[src/hdl/rst_seq_pkg.sv]
// Purpose: shared constants and types for the reset and start-up sequencer
// Assumes: 200 MHz register clock, 32-bit AHB-Lite register bus
// Notes:   register byte address is four times the printed index
package rst_seq_pkg;

  // timing
  localparam int CLK_PERIOD_NS      = 5;
  localparam int POWER_UP_TIMER_TIME_NS       = 72_000_000;
  localparam int POWER_UP_TIMER_OSC_PERIOD_NS = 1000;
  localparam int POWER_UP_TIMER_TICKS         = POWER_UP_TIMER_TIME_NS / POWER_UP_TIMER_OSC_PERIOD_NS;
  localparam int OST_CYCLES         = 1024;
  localparam int EXT_FILTER_NS      = 100;
  localparam int EXT_FILTER_CYCLES  = (EXT_FILTER_NS + CLK_PERIOD_NS - 1) / CLK_PERIOD_NS;
  localparam int BOR_MIN_NS         = 100;
  localparam int BOR_MIN_CYCLES     = (BOR_MIN_NS + CLK_PERIOD_NS - 1) / CLK_PERIOD_NS;

  // register indices and byte addresses
  localparam logic [11:0] PCTL_INDEX  = 12'h08e;
  localparam logic [11:0] CFG_INDEX   = 12'h090;
  localparam logic [11:0] CAUSE_INDEX = 12'h091;
  localparam logic [11:0] ADDR_PCTL   = {PCTL_INDEX[9:0], 2'b00};
  localparam logic [11:0] ADDR_CFG    = {CFG_INDEX[9:0], 2'b00};
  localparam logic [11:0] ADDR_CAUSE  = {CAUSE_INDEX[9:0], 2'b00};

  // field positions
  localparam int PCTL_BOR_BIT    = 0;
  localparam int PCTL_POR_BIT    = 1;
  localparam int CFG_MODE_LSB    = 0;
  localparam int CFG_PWRTDIS_BIT = 2;
  localparam int CFG_BOREN_BIT   = 3;
  localparam int CAUSE_LSB       = 0;
  localparam int STATE_LSB       = 4;
  localparam int CHIPRST_BIT     = 8;
  localparam int STALL_BIT       = 9;

  typedef enum logic [1:0] {
    LOW_POWER_CRYSTAL_MODE,
    CRYSTAL_MODE,
    HIGH_SPEED_CRYSTAL_MODE,
    RESISTOR_CAPACITOR_MODE
  } osc_mode_t;

  typedef enum logic [2:0] {
    CAUSE_NONE,
    CAUSE_POWER_ON,
    CAUSE_EXT_NORMAL,
    CAUSE_EXT_SLEEP,
    CAUSE_WDT_RESET,
    CAUSE_WDT_WAKE,
    CAUSE_BROWN_OUT
  } cause_t;

  typedef enum logic [2:0] {
    ST_HOLD,
    ST_POWER_UP_TIMER,
    ST_OST,
    ST_RUN
  } seq_state_t;

  typedef enum logic [1:0] {
    SEL_NONE,
    SEL_PCTL,
    SEL_CFG,
    SEL_CAUSE
  } reg_sel_t;

  typedef struct packed {
    logic      borEnable;
    logic      pwrtDisable;
    osc_mode_t oscMode;
  } cfg_t;

  localparam cfg_t CFG_RESET = '{borEnable: 1'b1, pwrtDisable: 1'b0, oscMode: CRYSTAL_MODE};

endpackage : rst_seq_pkg

[src/hdl/reset_timeout_sequencer.sv]
// Purpose: reset combining, power-up and oscillator start-up time-outs, cause flags
// Assumes: all pins sampled synchronously to mclk; detectors are digital inputs
// Notes:   AHB-Lite slave, zero wait states, always OKAY
// Function
// in RC mode clock_out_pin carries oscillator input divided by four.
// six reset causes are told apart and recorded.
// registers untouched by reset keep contents; unknown only after power-on.
// chip reset loads reset state; watchdog wake-up does not.
// external reset pin low pulses shorter than the filter are ignored.
// power-on detector holds reset until supply is adequate.
// power-up timer gives 72 ms after power-on or brown-out, holding reset.
// power-up timer counts its own RC oscillator ticks.
// power_up_timer_disable set disables the power-up timer.
// software keeps power-up timer enabled whenever brown-out reset is enabled.
// start-up timer counts 1024 oscillator input cycles after power-up timer.
// start-up timer runs only in crystal modes, after power-on or wake-up; the code also runs it after brown-out.
// brown_out_detect_enable set enables brown-out reset.
// brown-out only when supply stays low longer than the minimum duration.
// after any reset, hold until supply recovers, then power-up timer; the code does this only after power-on and brown-out.
// supply dip during power-up timer re-enters brown-out and restarts timer.
// power-up timer starts after power-on ends, then start-up timer.
// RC mode with power-up timer disabled applies no time-out.
// timers run regardless of external pin; later release starts at once.
// flag bit 0 cleared by brown-out, unknown after power-on, software sets.
// flag bit 1 cleared by power-on only; software writes one afterwards.
// crystal delays 72 ms plus 1024, or 1024 alone; RC 72 ms or none.
// chip reset asserted while any reset source or timer is active; the code keeps it low during the start-up timer after a watchdog wake-up.
`timescale 1ns/10ps
`default_nettype none
module reset_timeout_sequencer #(
  parameter int POWER_UP_TIMER_TICKS = rst_seq_pkg::POWER_UP_TIMER_TICKS,
  parameter int OST_CYCLES = rst_seq_pkg::OST_CYCLES,
  parameter int EXT_CYCLES = rst_seq_pkg::EXT_FILTER_CYCLES,
  parameter int BOR_CYCLES = rst_seq_pkg::BOR_MIN_CYCLES
) (
  // clock and reset
  input  wire logic        mclk,
  input  wire logic        rst_n,
  // ahb-lite slave
  input  wire logic        hsel,
  input  wire logic [31:0] haddr,
  input  wire logic [1:0]  htrans,
  input  wire logic        hwrite,
  input  wire logic [2:0]  hsize,
  input  wire logic [31:0] hwdata,
  input  wire logic        hready,
  output logic             hreadyout,
  output logic             hresp,
  output logic [31:0]      hrdata,
  // reset sources
  input  wire logic        powerOnDetect,
  input  wire logic        supplyBelowThreshold,
  input  wire logic        external_reset_pin_n,
  input  wire logic        watchdogReset,
  input  wire logic        watchdogWake,
  input  wire logic        sleeping,
  // oscillators
  input  wire logic        oscillator_input_pin,
  input  wire logic        pwrtOscIn,
  // outputs
  output logic             clock_out_pin,
  output logic             chipReset,
  output logic             coreStall
);

  localparam int PW = $clog2(POWER_UP_TIMER_TICKS + 1);
  localparam int OW = $clog2(OST_CYCLES + 1);
  localparam int EW = $clog2(EXT_CYCLES + 1);
  localparam int BW = $clog2(BOR_CYCLES + 1);
  localparam logic [PW-1:0] POWER_UP_TIMER_LAST = PW'(POWER_UP_TIMER_TICKS - 1);
  localparam logic [OW-1:0] OST_LAST  = OW'(OST_CYCLES - 1);
  localparam logic [EW-1:0] EXT_LAST  = EW'(EXT_CYCLES - 1);
  localparam logic [BW-1:0] BOR_LAST  = BW'(BOR_CYCLES - 1);

  function automatic rst_seq_pkg::reg_sel_t regSel(input logic [31:0] a);
    regSel = rst_seq_pkg::SEL_NONE;
    if (a[31:12] == 20'h00000) begin
      case (a[11:0])
        rst_seq_pkg::ADDR_PCTL:  regSel = rst_seq_pkg::SEL_PCTL;
        rst_seq_pkg::ADDR_CFG:   regSel = rst_seq_pkg::SEL_CFG;
        rst_seq_pkg::ADDR_CAUSE: regSel = rst_seq_pkg::SEL_CAUSE;
        default:                 regSel = rst_seq_pkg::SEL_NONE;
      endcase
    end
  endfunction : regSel

  // state
  rst_seq_pkg::cfg_t       cfg_q;
  rst_seq_pkg::seq_state_t state_q, state_d;
  rst_seq_pkg::cause_t     cause_q, cause_d;
  logic                    firstCycle_q;
  logic                    pwrtPend_q, ostPend_q, wakeSeq_q;
  logic [PW-1:0]           pwrtCnt_q;
  logic [OW-1:0]           ostCnt_q;
  logic [EW-1:0]           extCnt_q;
  logic [BW-1:0]           borCnt_q;
  logic                    extReset_q, borActive_q;
  logic                    porFlag_q, borFlag_q;
  logic                    oscPrev_q, pwrtOscPrev_q, divPhase_q, clkOut_q;
  logic                    chipReset_q, coreStall_q;
  logic                    wrPend_q;
  rst_seq_pkg::reg_sel_t   wrSel_q;
  logic [31:0]             hrdata_q;

  // bus decode
  wire                        addrValid = hsel & htrans[1] & hready;
  wire rst_seq_pkg::reg_sel_t rdSel     = regSel(haddr);
  wire                        pctlWr    = wrPend_q & (wrSel_q == rst_seq_pkg::SEL_PCTL);
  wire                        cfgWr     = wrPend_q & (wrSel_q == rst_seq_pkg::SEL_CFG);

  // sources
  wire crystal    = cfg_q.oscMode != rst_seq_pkg::RESISTOR_CAPACITOR_MODE;
  wire powerOn    = powerOnDetect | firstCycle_q;
  wire powerEvent = powerOn | borActive_q;
  wire oscRise    = oscillator_input_pin & ~oscPrev_q;
  wire pwrtTick   = pwrtOscIn & ~pwrtOscPrev_q;
  wire extLow     = ~external_reset_pin_n;
  wire extReset_d = extLow & (extReset_q | (extCnt_q >= EXT_LAST));
  wire borBelow   = cfg_q.borEnable & supplyBelowThreshold;
  wire borActive_d = borBelow & (borActive_q | (borCnt_q >= BOR_LAST));
  wire borRise    = borActive_d & ~borActive_q;
  wire extRise    = extReset_d & ~extReset_q;
  wire pwrtDone   = (state_q == rst_seq_pkg::ST_POWER_UP_TIMER) & pwrtTick & (pwrtCnt_q == POWER_UP_TIMER_LAST);
  wire ostDone    = (state_q == rst_seq_pkg::ST_OST) & oscRise & (ostCnt_q == OST_LAST);
  wire wakeToOst  = (state_q == rst_seq_pkg::ST_RUN) & watchdogWake & crystal & ~powerEvent;
  wire inTimeout  = (state_q == rst_seq_pkg::ST_POWER_UP_TIMER) | (state_q == rst_seq_pkg::ST_HOLD)
                  | ((state_q == rst_seq_pkg::ST_OST) & ~wakeSeq_q);
  wire chipReset_d = powerEvent | extReset_q | watchdogReset | inTimeout;
  wire coreStall_d = chipReset_d | (state_q != rst_seq_pkg::ST_RUN);

  // sequencer
  always_comb begin
    state_d = state_q;
    case (state_q)
      rst_seq_pkg::ST_HOLD: begin
        if (!powerEvent) begin
          if (pwrtPend_q) begin
            state_d = rst_seq_pkg::ST_POWER_UP_TIMER;
          end else if (ostPend_q) begin
            state_d = rst_seq_pkg::ST_OST;
          end else begin
            state_d = rst_seq_pkg::ST_RUN;
          end
        end
      end
      rst_seq_pkg::ST_POWER_UP_TIMER: begin
        if (powerEvent) begin
          state_d = rst_seq_pkg::ST_HOLD;
        end else if (pwrtDone) begin
          state_d = ostPend_q ? rst_seq_pkg::ST_OST : rst_seq_pkg::ST_RUN;
        end
      end
      rst_seq_pkg::ST_OST: begin
        if (powerEvent) begin
          state_d = rst_seq_pkg::ST_HOLD;
        end else if (ostDone) begin
          state_d = rst_seq_pkg::ST_RUN;
        end
      end
      rst_seq_pkg::ST_RUN: begin
        if (powerEvent) begin
          state_d = rst_seq_pkg::ST_HOLD;
        end else if (wakeToOst) begin
          state_d = rst_seq_pkg::ST_OST;
        end
      end
      default: state_d = rst_seq_pkg::ST_HOLD;
    endcase
  end

  // cause priority: power-on, brown-out, watchdog, pin
  always_comb begin
    cause_d = cause_q;
    if (powerOn) begin
      cause_d = rst_seq_pkg::CAUSE_POWER_ON;
    end else if (borRise) begin
      cause_d = rst_seq_pkg::CAUSE_BROWN_OUT;
    end else if (watchdogReset) begin
      cause_d = rst_seq_pkg::CAUSE_WDT_RESET;
    end else if (watchdogWake) begin
      cause_d = rst_seq_pkg::CAUSE_WDT_WAKE;
    end else if (extRise) begin
      cause_d = sleeping ? rst_seq_pkg::CAUSE_EXT_SLEEP : rst_seq_pkg::CAUSE_EXT_NORMAL;
    end
  end

  always_ff @(posedge mclk) begin
    if (!rst_n) begin
      firstCycle_q <= 1'b1;
      state_q      <= rst_seq_pkg::ST_HOLD;
      cause_q      <= rst_seq_pkg::CAUSE_NONE;
      pwrtPend_q   <= 1'b0;
      ostPend_q    <= 1'b0;
      wakeSeq_q    <= 1'b0;
    end else begin
      firstCycle_q <= 1'b0;
      state_q      <= state_d;
      cause_q      <= cause_d;
      if (powerEvent) begin
        pwrtPend_q <= ~cfg_q.pwrtDisable;
        ostPend_q  <= crystal;
      end
      wakeSeq_q <= (state_d == rst_seq_pkg::ST_OST) & (wakeToOst | wakeSeq_q);
    end
  end

  // timers; counts clear outside their state so a dip restarts them
  always_ff @(posedge mclk) begin
    if (!rst_n) begin
      pwrtCnt_q <= '0;
      ostCnt_q  <= '0;
    end else begin
      if (state_q != rst_seq_pkg::ST_POWER_UP_TIMER || powerEvent) begin
        pwrtCnt_q <= '0;
      end else if (pwrtTick) begin
        pwrtCnt_q <= pwrtCnt_q + PW'(1);
      end
      if (state_q != rst_seq_pkg::ST_OST || powerEvent) begin
        ostCnt_q <= '0;
      end else if (oscRise) begin
        ostCnt_q <= ostCnt_q + OW'(1);
      end
    end
  end

  // input filters; the pin filter does not touch the sequencer
  always_ff @(posedge mclk) begin
    if (!rst_n) begin
      extCnt_q    <= '0;
      borCnt_q    <= '0;
      extReset_q  <= 1'b0;
      borActive_q <= 1'b0;
    end else begin
      extCnt_q    <= (extLow && extCnt_q != EXT_LAST) ? extCnt_q + EW'(1) :
                     (extLow ? extCnt_q : '0);
      borCnt_q    <= (borBelow && borCnt_q != BOR_LAST) ? borCnt_q + BW'(1) :
                     (borBelow ? borCnt_q : '0);
      extReset_q  <= extReset_d;
      borActive_q <= borActive_d;
    end
  end

  // clock out divider; idles low in crystal modes
  always_ff @(posedge mclk) begin
    if (!rst_n) begin
      oscPrev_q     <= 1'b0;
      pwrtOscPrev_q <= 1'b0;
      divPhase_q    <= 1'b0;
      clkOut_q      <= 1'b0;
    end else begin
      oscPrev_q     <= oscillator_input_pin;
      pwrtOscPrev_q <= pwrtOscIn;
      if (crystal) begin
        divPhase_q <= 1'b0;
        clkOut_q   <= 1'b0;
      end else if (oscRise) begin
        divPhase_q <= ~divPhase_q;
        clkOut_q   <= clkOut_q ^ divPhase_q;
      end
    end
  end

  always_ff @(posedge mclk) begin
    if (!rst_n) begin
      chipReset_q <= 1'b1;
      coreStall_q <= 1'b1;
    end else begin
      chipReset_q <= chipReset_d;
      coreStall_q <= coreStall_d;
    end
  end

  // power-on flag survives every reset but rst_n and power-on; hardware clear beats a software write
  always_ff @(posedge mclk) begin
    if (!rst_n) begin
      porFlag_q <= 1'b0;
    end else if (powerOn) begin
      porFlag_q <= 1'b0;
    end else if (pctlWr) begin
      porFlag_q <= hwdata[rst_seq_pkg::PCTL_POR_BIT];
    end
  end

  // no reset term: unknown after power-on, kept otherwise
  always_ff @(posedge mclk) begin
    if (borRise) begin
      borFlag_q <= 1'b0;
    end else if (pctlWr) begin
      borFlag_q <= hwdata[rst_seq_pkg::PCTL_BOR_BIT];
    end
  end

  // configuration is only lost on rst_n, not on chip resets
  always_ff @(posedge mclk) begin
    if (!rst_n) begin
      cfg_q <= rst_seq_pkg::CFG_RESET;
    end else if (cfgWr) begin
      cfg_q <= rst_seq_pkg::cfg_t'(hwdata[3:0]);
    end
  end

  // read data is sampled in the address phase, so a read right after a
  // write to the same register returns the old value
  wire [31:0] pctlRd  = {30'h0, porFlag_q, borFlag_q};
  wire [31:0] cfgRd   = {28'h0, cfg_q};
  wire [31:0] causeRd = {22'h0, coreStall_q, chipReset_q, 1'b0, state_q, 1'b0, cause_q};
  wire [31:0] rdMux   = (rdSel == rst_seq_pkg::SEL_PCTL)  ? pctlRd :
                        (rdSel == rst_seq_pkg::SEL_CFG)   ? cfgRd :
                        (rdSel == rst_seq_pkg::SEL_CAUSE) ? causeRd : 32'h00000000;

  always_ff @(posedge mclk) begin
    if (!rst_n) begin
      wrPend_q <= 1'b0;
      wrSel_q  <= rst_seq_pkg::SEL_NONE;
      hrdata_q <= 32'h00000000;
    end else begin
      wrPend_q <= addrValid & hwrite;
      wrSel_q  <= rdSel;
      hrdata_q <= (addrValid & ~hwrite) ? rdMux : 32'h00000000;
    end
  end

  assign hreadyout     = 1'b1;
  assign hresp         = 1'b0;
  assign hrdata        = hrdata_q;
  assign clock_out_pin = clkOut_q;
  assign chipReset     = chipReset_q;
  assign coreStall     = coreStall_q;

endmodule : reset_timeout_sequencer
`default_nettype wire

[config.mk]
export PLATFORM = sky130hd
export DESIGN_NAME = reset_timeout_sequencer
export DESIGN_NICKNAME = d
export VERILOG_FILES = /design/src/hdl/rst_seq_pkg.sv /design/src/hdl/reset_timeout_sequencer.sv
export SDC_FILE = /design/constraint.sdc
export NUM_CORES = 1
export LEC_CHECK = 0
export ABC_CLOCK_PERIOD_IN_PS = 3900
export BUFFER_PORTS_ARGS = -buffer_cell sky130_fd_sc_hd__buf_2
export CELL_PAD_IN_SITES_DETAIL_PLACEMENT = 1
export CELL_PAD_IN_SITES_GLOBAL_PLACEMENT = 1
export CORE_MARGIN = 2
export CORE_UTILIZATION = 40
export CTS_BUF_LIST = sky130_fd_sc_hd__clkbuf_4 sky130_fd_sc_hd__clkbuf_8
export CTS_CLUSTER_SIZE = 14
export DETAILED_ROUTE_END_ITERATION = 16
export GPL_ROUTABILITY_DRIVEN = 0
export HOLD_SLACK_MARGIN = 0.08
export PLACE_DENSITY_LB_ADDON = 0.1
export SLEW_MARGIN = 20
export SYNTH_ARGS = -nofsm -noshare
export SYNTH_HDL_FRONTEND = slang
export SYNTH_SLANG_ARGS = --single-unit
[constraint.sdc]
create_clock -name mclk -period 3.9 [get_ports mclk]
set_clock_uncertainty 0.2 [all_clocks]
set_input_delay 0.585 -clock mclk [delete_from_list [all_inputs] [get_ports mclk]]
set_output_delay 0.585 -clock mclk [all_outputs]
set_load 0.005 [all_outputs]
==> flow_metrics.env, run 1 <==
export IMPL_rsz0062_at_grt="no"
export IMPL_start_util=0.418
export IMPL_antenna_found_initial=0
export IMPL_io_pins=119
export IMPL_syn2layout_area_growth_pct=16.1
export IMPL_period_share=0.538
export IMPL_drcViolationCount=0
export IMPL_dieArea_sq_um=8900
export IMPL_via_per_inst=4.99
export IMPL_ant_nets=0
export IMPL_drive_above_1_share=0.191
export IMPL_worst_pin_slew_ns=0.641
export IMPL_insertedDiodeCount=0
export IMPL_grt_use_total=0.165
export IMPL_io_buffers=61
export IMPL_htreeDepth=3
export IMPL_cts_made_buffers=9
export IMPL_p_leak_nw=1.52
export IMPL_ir_worst_vdd_mv=0.147
export IMPL_synth_warnings=0
export IMPL_min_from="coreStall"
export IMPL_synth_distinct_cells=46
export IMPL_hold_path_class="flop to flop"
export IMPL_tritoncts="yes"
export IMPL_setup_viol=0
export IMPL_cts_resized_gates=0
export IMPL_routed_wl_microns=6860
export IMPL_crit_path_max_fanout=5
export IMPL_relSlewSlack=0.569
export IMPL_startpoint="pwrtCnt_q[0]"
export IMPL_synth_cell_area_sq_um=3260
export IMPL_grt_first_pass_wirelength_microns=11600
export IMPL_first_pass_iters=4
export IMPL_fmax_mhz=477
export IMPL_synth_seq_cells=74
export IMPL_dp_hpwl_microns=5240
export IMPL_ys_async_sr_fraction=0
export IMPL_routedWlPerCell_microns=12.9
export IMPL_std_cell_rows=32
export IMPL_cap_violations=0
export IMPL_fp_dieW_microns=94.3
export IMPL_avgSynthCellArea_sq_um=9.06
export IMPL_synthCells=360
export IMPL_timing_rr_start="pwrtCnt_q[0]"
export IMPL_cts_path_max_buffers=2
export IMPL_place_area_sq_um=3580
export IMPL_drv_slew=0
export IMPL_grt_start_max_net_pins=18
export IMPL_cts_setup_buffers=0
export IMPL_critPathKind="flop to flop"
export IMPL_path_clk_slew_ns=0.08
export IMPL_fin_setup_tns_ns=0
export IMPL_status="finished clean"
export IMPL_insertion_delay_ns=0.34
export IMPL_power_density_nw_per_um2=383
export IMPL_grt_pass1_vias=2576
export IMPL_drt_iter0_drc=88
export IMPL_postLayoutCellArea_sq_um=3790
export IMPL_cts_root_buffer="clkbuf_8"
export IMPL_nNetsFinal=512
export IMPL_crit_path_start_kind="flop"
export IMPL_worstSetupEndpointType="flop"
export IMPL_reg2reg_slack_ns=1.80
export IMPL_grt_overflow_total=0
export IMPL_vias=2653
export IMPL_crit_required_ns=3.91
export IMPL_cts_hold_buf=0
export IMPL_min_period_ns=2.10
export IMPL_worstPathArrival_ns=2.11
export IMPL_hold_violations=0
export IMPL_yosysSeqAreaShare=0.454
export IMPL_core_sq_um=7810
export IMPL_synth_top_flop_cell="dfxtp_1"
export IMPL_die_y_microns=94.3
export IMPL_clkSinkCount=74
export IMPL_synth_edf_count=0
[cell families after synthesis]
| group | after synthesis | synth area share |
|---|---|---|
| xor+xnor | 32 | 0.0859 |
| fa+ha+maj | 4 | 0.0153 |
| other cells | 2 | 0.00230 |
| mux | 13 | 0.0399 |
| buf+inv | 35 | 0.0690 |
| simple gates | 169 | 0.270 |
| flops | 74 | 0.454 |
| compound gates | 31 | 0.0640 |
[final timing paths]
kind,cells past startpoint,end
max,6,pwrtCnt_q[16]
min,1,hrdata[9]
max reg2reg,6,pwrtCnt_q[16]
min reg2reg,1,hrdata[9]
[cell type report]
| class | instances | area (sq um) |
|---|---|---|
| multi-input cells | 275 | 1650 |
| inverters | 5 | 18.8 |
| fillers | 934 | 4020 |
| clock buffers | 13 | 173 |
| repair buffers | 61 | 305 |
| clock inverters | 2 | 35.0 |
| flip-flops and latches | 74 | 1480 |
| well taps | 102 | 128 |
[worst max-delay path, stage by stage, from the launching register on]
cell and delay (ns):
dfxtp_1 0.43, ha_1 0.20, nand3b_1 0.13, nor4_1 0.62
nand4_1 0.19, xor2_1 0.16, nor2_1 0.05
[layout by cell type (no fill, tap or decap), types with 3 or more instances in the layout]
cell type,Yosys,final
dfxtp_1,74,74
ha_1,4,4
mux2i_1,13,13
nand4_1,7,7
buf_2,0,61
nor3_1,11,11
xor2_1,21,21
nand2_1,22,22
nor4_1,5,5
xnor2_1,11,11
nor2b_1,3,3
inv_1,4,4
or3_1,7,7
nor2_1,59,59
conb_1,2,26
and2_1,9,9
clkbuf_8,0,12
a21oi_1,9,9
and3_1,4,4
o21ai_0,6,6
nand3b_1,3,3
a211oi_1,3,3
nand3_1,19,19
[power breakdown]
group	total [mW]	switching [mW]	internal [mW]	leakage, nW
sequential	0.770	0.00688	0.763	0.600
combinational	0.0664	0.0351	0.0313	0.814
clock	0.615	0.264	0.351	0.109
[per-stage QoR]
step           setup slack [ns]  std cells   util  hold WS (ns)  total power [mW]
3_5_place_dp               1.43        517  0.458         0.242             0.855
2_1_floorplan              1.79        384      -         0.236             0.837
6_report                   1.80        532  0.485         0.249              1.45
3_3_place_gp               1.46        517  0.458         0.235             0.853
5_1_grt                    1.63        532  0.485         0.274              1.52
4_1_cts                    1.77        532  0.485         0.251              1.48
[synthesized netlist by cell type, types with 2 or more instances]
master     n  share of area
a311oi_1   2         0.0054
and2_1     9          0.017
dfxtp_1   74           0.45
and3_1     4         0.0077
o32a_1     2         0.0061
nand4_1    7          0.013
inv_1      4         0.0046
ha_1       4          0.015
nand3_1   19          0.029
nand2_1   22          0.025
o21a_1     2         0.0046
nand2b_1   2         0.0038
or4b_1     2         0.0061
or3_1      7          0.013
xnor2_1   11          0.030
xor2_1    21          0.056
nor2b_1    3         0.0058
nor3_1    11          0.017
or4_1      2         0.0046
conb_1     2         0.0023
nor4_1     5         0.0096
nand3b_1   3         0.0069
mux2i_1   13          0.040
nor2_1    59          0.068
nor3_2     2         0.0061
a31oi_1    2         0.0038
buf_4     25          0.058
nand4b_1   2         0.0054
a211oi_1   3         0.0069
nor4_2     2         0.0077
clkbuf_1   5         0.0058
and4_1     2         0.0054
a21oi_1    9          0.014
o21ai_0    6         0.0092
[sequential cells by signal, summed over array words and instances, names as in the netlist, 2 cells and up]
register   cells
ostCnt_q      11
wrSel_q        2
hrdata         9
cfgRd          4
borCnt_q       5
pwrtCnt_q     17
extCnt_q       5
state_q        3
cause_q        3
[per-layer routing]
layer	up-vias	part of all wire	global-route usage
met5	-	0	0
met1	1258	0.47	0.210
met2	65	0.45	0.272
met3	9	0.061	0.0369
li1	1321	-	-
met4	0	0.014	0.0688
(Power assumes the default switching activity.)
==> run 2, diff against run 1 <==
--- a/config.mk
+++ b/config.mk
@@ -5,12 +5,12 @@
 export SDC_FILE = /design/constraint.sdc
 export NUM_CORES = 1
 export LEC_CHECK = 0
-export ABC_CLOCK_PERIOD_IN_PS = 3900
+export ABC_CLOCK_PERIOD_IN_PS = 2000
 export BUFFER_PORTS_ARGS = -buffer_cell sky130_fd_sc_hd__buf_2
 export CELL_PAD_IN_SITES_DETAIL_PLACEMENT = 1
 export CELL_PAD_IN_SITES_GLOBAL_PLACEMENT = 1
 export CORE_MARGIN = 2
-export CORE_UTILIZATION = 40
+export CORE_UTILIZATION = 37
 export CTS_BUF_LIST = sky130_fd_sc_hd__clkbuf_4 sky130_fd_sc_hd__clkbuf_8
 export CTS_CLUSTER_SIZE = 14
 export DETAILED_ROUTE_END_ITERATION = 16
==> constraint.sdc (replaced) <==
create_clock -name mclk -period 2 [get_ports mclk]
set_clock_uncertainty 0.2 [all_clocks]
set_input_delay 0.3 -clock mclk [delete_from_list [all_inputs] [get_ports mclk]]
set_output_delay 0.3 -clock mclk [all_outputs]
set_load 0.005 [all_outputs]
==> run 2 against run 1 <==
Against the previous run: register-to-register slack lost 1.6 ns; clock power is 120% higher; combinational power up 140%; sequential power rose by 95%; global-route usage fell by 0.080 points; final area is 9.6% higher; critical path depth is 1 higher; sequential share of layout area shrank 3.4 points; critical path type is now primary input to flop; via count grew 3.8%; hold slack worse by 0.15 ns; count of clock-buffer cells in the layout decreased by 1; power rose by 110%.
==> flow_metrics.env, run 2 (synthesis results as in run 1) <==
export IMPL_die_y_microns=97.9
export IMPL_crit_path_max_fanout=5
export IMPL_cap_violations=0
export IMPL_power_density_nw_per_um2=724
export IMPL_hold_slack_ns=0.0951
export IMPL_insertedDiodeCount=0
export IMPL_critPathKind="primary input to flop"
export IMPL_grt_pass1_vias=2787
export IMPL_hold_violations=0
export IMPL_pwr_share_clk=0.447
export IMPL_postLayoutCellArea_sq_um=4150
export IMPL_multiInputGateArea_sq_um=1670
export IMPL_cts_made_buffers=9
export IMPL_regMostFlops="pwrtCnt_q"
export IMPL_p_int_mw=2.36
export IMPL_crit_path_start_kind="primary input"
export IMPL_place_area_sq_um=3780
export IMPL_grt_start_max_net_pins=18
export IMPL_std_cell_rows=34
export IMPL_via_per_inst=4.78
export IMPL_syn2layout_area_growth_pct=27.2
export IMPL_worstSetupEndpointType="flop"
export IMPL_crit_required_ns=2.08
export IMPL_layout_commonest_cell="dfxtp_1"
export IMPL_routedWlPerCell_microns=12.8
export IMPL_status="finished clean"
export IMPL_min_period_ns=1.90
export IMPL_antenna_found_initial=0
export IMPL_p_comb_frac=0.053
export IMPL_routed_wl_microns=7370
export IMPL_fin_util=0.481
export IMPL_hold_path_class="primary input to flop"
export IMPL_period_share=0.949
export IMPL_nFillCells=1058
export IMPL_share_seq_of_total_power=0.500
export IMPL_ir_worst_vdd_mv=0.358
export IMPL_fin_setup_tns_ns=0
export IMPL_grt_first_pass_wirelength_microns=12900
export IMPL_worst_slack_ns=0.102
export IMPL_first_pass_iters=4
export IMPL_power_switching_mw=0.646
export IMPL_place_inst=549
export IMPL_ant_nets=0
export IMPL_post_place_ws_ns=-0.0894
export IMPL_worstPathArrival_ns=1.97
export IMPL_drt_iter0_drc=63
export IMPL_cts_root_buffer="clkbuf_8"
export IMPL_htreeDepth=3
export IMPL_insertion_delay_ns=0.35
export IMPL_clkSinkCount=74
export IMPL_layout_common_cells="74 x dfxtp_1, 61 x buf_2, 59 x nor2_1, 27 x buf_4, 26 x conb_1"
export IMPL_setup_viol=0
export IMPL_core_sq_um=8640
export IMPL_grt_overflow_total=0
export IMPL_final_cells=576
export IMPL_dp_hpwl_microns=5620
export IMPL_largest_reg_flops=17
export IMPL_cts_path_max_buffers=2
export IMPL_fp_dieW_microns=97.9
export IMPL_grt_use_total=0.165
export IMPL_p_leak_nw=1.74
export IMPL_drive_above_1_share=0.244
export IMPL_io_buffers=61
export IMPL_p_total_mw=3.00
export IMPL_drcViolationCount=0
export IMPL_drv_slew=0
export IMPL_p_sw_frac=0.215
export IMPL_vias=2754
export IMPL_dieArea_sq_um=9590
export IMPL_io_pins=119
export IMPL_start_util=0.378
export IMPL_nNetsFinal=549
export IMPL_path_clk_slew_ns=0.08
export IMPL_seq_area_sq_um=1480
export IMPL_fmax_mhz=527
export IMPL_tritoncts="yes"
==> run 2: cell count changes in the layout (fill, tap and decap cells not counted), sizes merged <==
cell	delta
buf	+28
dlygate4sd3	+9
clkinv	+1
clkbuf	-1
bufinv	+1
==> run 2: final cells by class <==
type                            instances  area share
Clock buffer                           12      0.0383
Clock inverter                          4      0.0178
Inverter                                5     0.00452
Multi-Input combinational cell        275       0.403
Sequential cell                        74       0.357
Tap cell                              108      0.0325
Timing Repair Buffer                   98       0.147
==> run 2: worst paths after layout <==
check	start	to	slack, ns	depth (start not counted)
worst min-delay path	powerOnDetect	cause_q[0]	0.1	3
worst max-delay path	pwrtOscIn	pwrtCnt_q[11]	0.10	7
worst min register to register	coreStall	hrdata[9]	0.26	1
worst max register to register	state_q[1]	state_q[0]	0.18	5
==> run 2: routing by layer <==
metal,vias up,global-route usage,routed length (microns)
li1,1410,-,-
met1,1271,0.223,3660
met2,63,0.254,3210
met3,10,0.0322,366
met4,0,0.0737,135
met5,-,0,0
==> run 2: power groups by stage <==
stage	Combinational, mW	Clock, mW	Sequential [mW]
after floorplan	0.0999	0	1.53
after global placement	0.141	0	1.53
after detailed placement	0.145	0	1.53
after CTS	0.158	1.38	1.50
after global routing	0.180	1.43	1.50
final	0.159	1.34	1.50
==> run 2: critical path, cell delays in order <==
cell           delay (ns)
dlygate4sd3_1        0.51
buf_2                0.13
nor2b_4              0.15
buf_6                0.12
nand4_1              0.20
or3_1                0.43
a21oi_1              0.14
==> run 2: timing repair <==
item / CTS / global route
setup endpoints to repair: 0 / 8
endpoints found under the hold margin: 11 / 0
setup buffers: 0 / 2
hold buffers: 9 / 0
resized for setup: 0 / 6
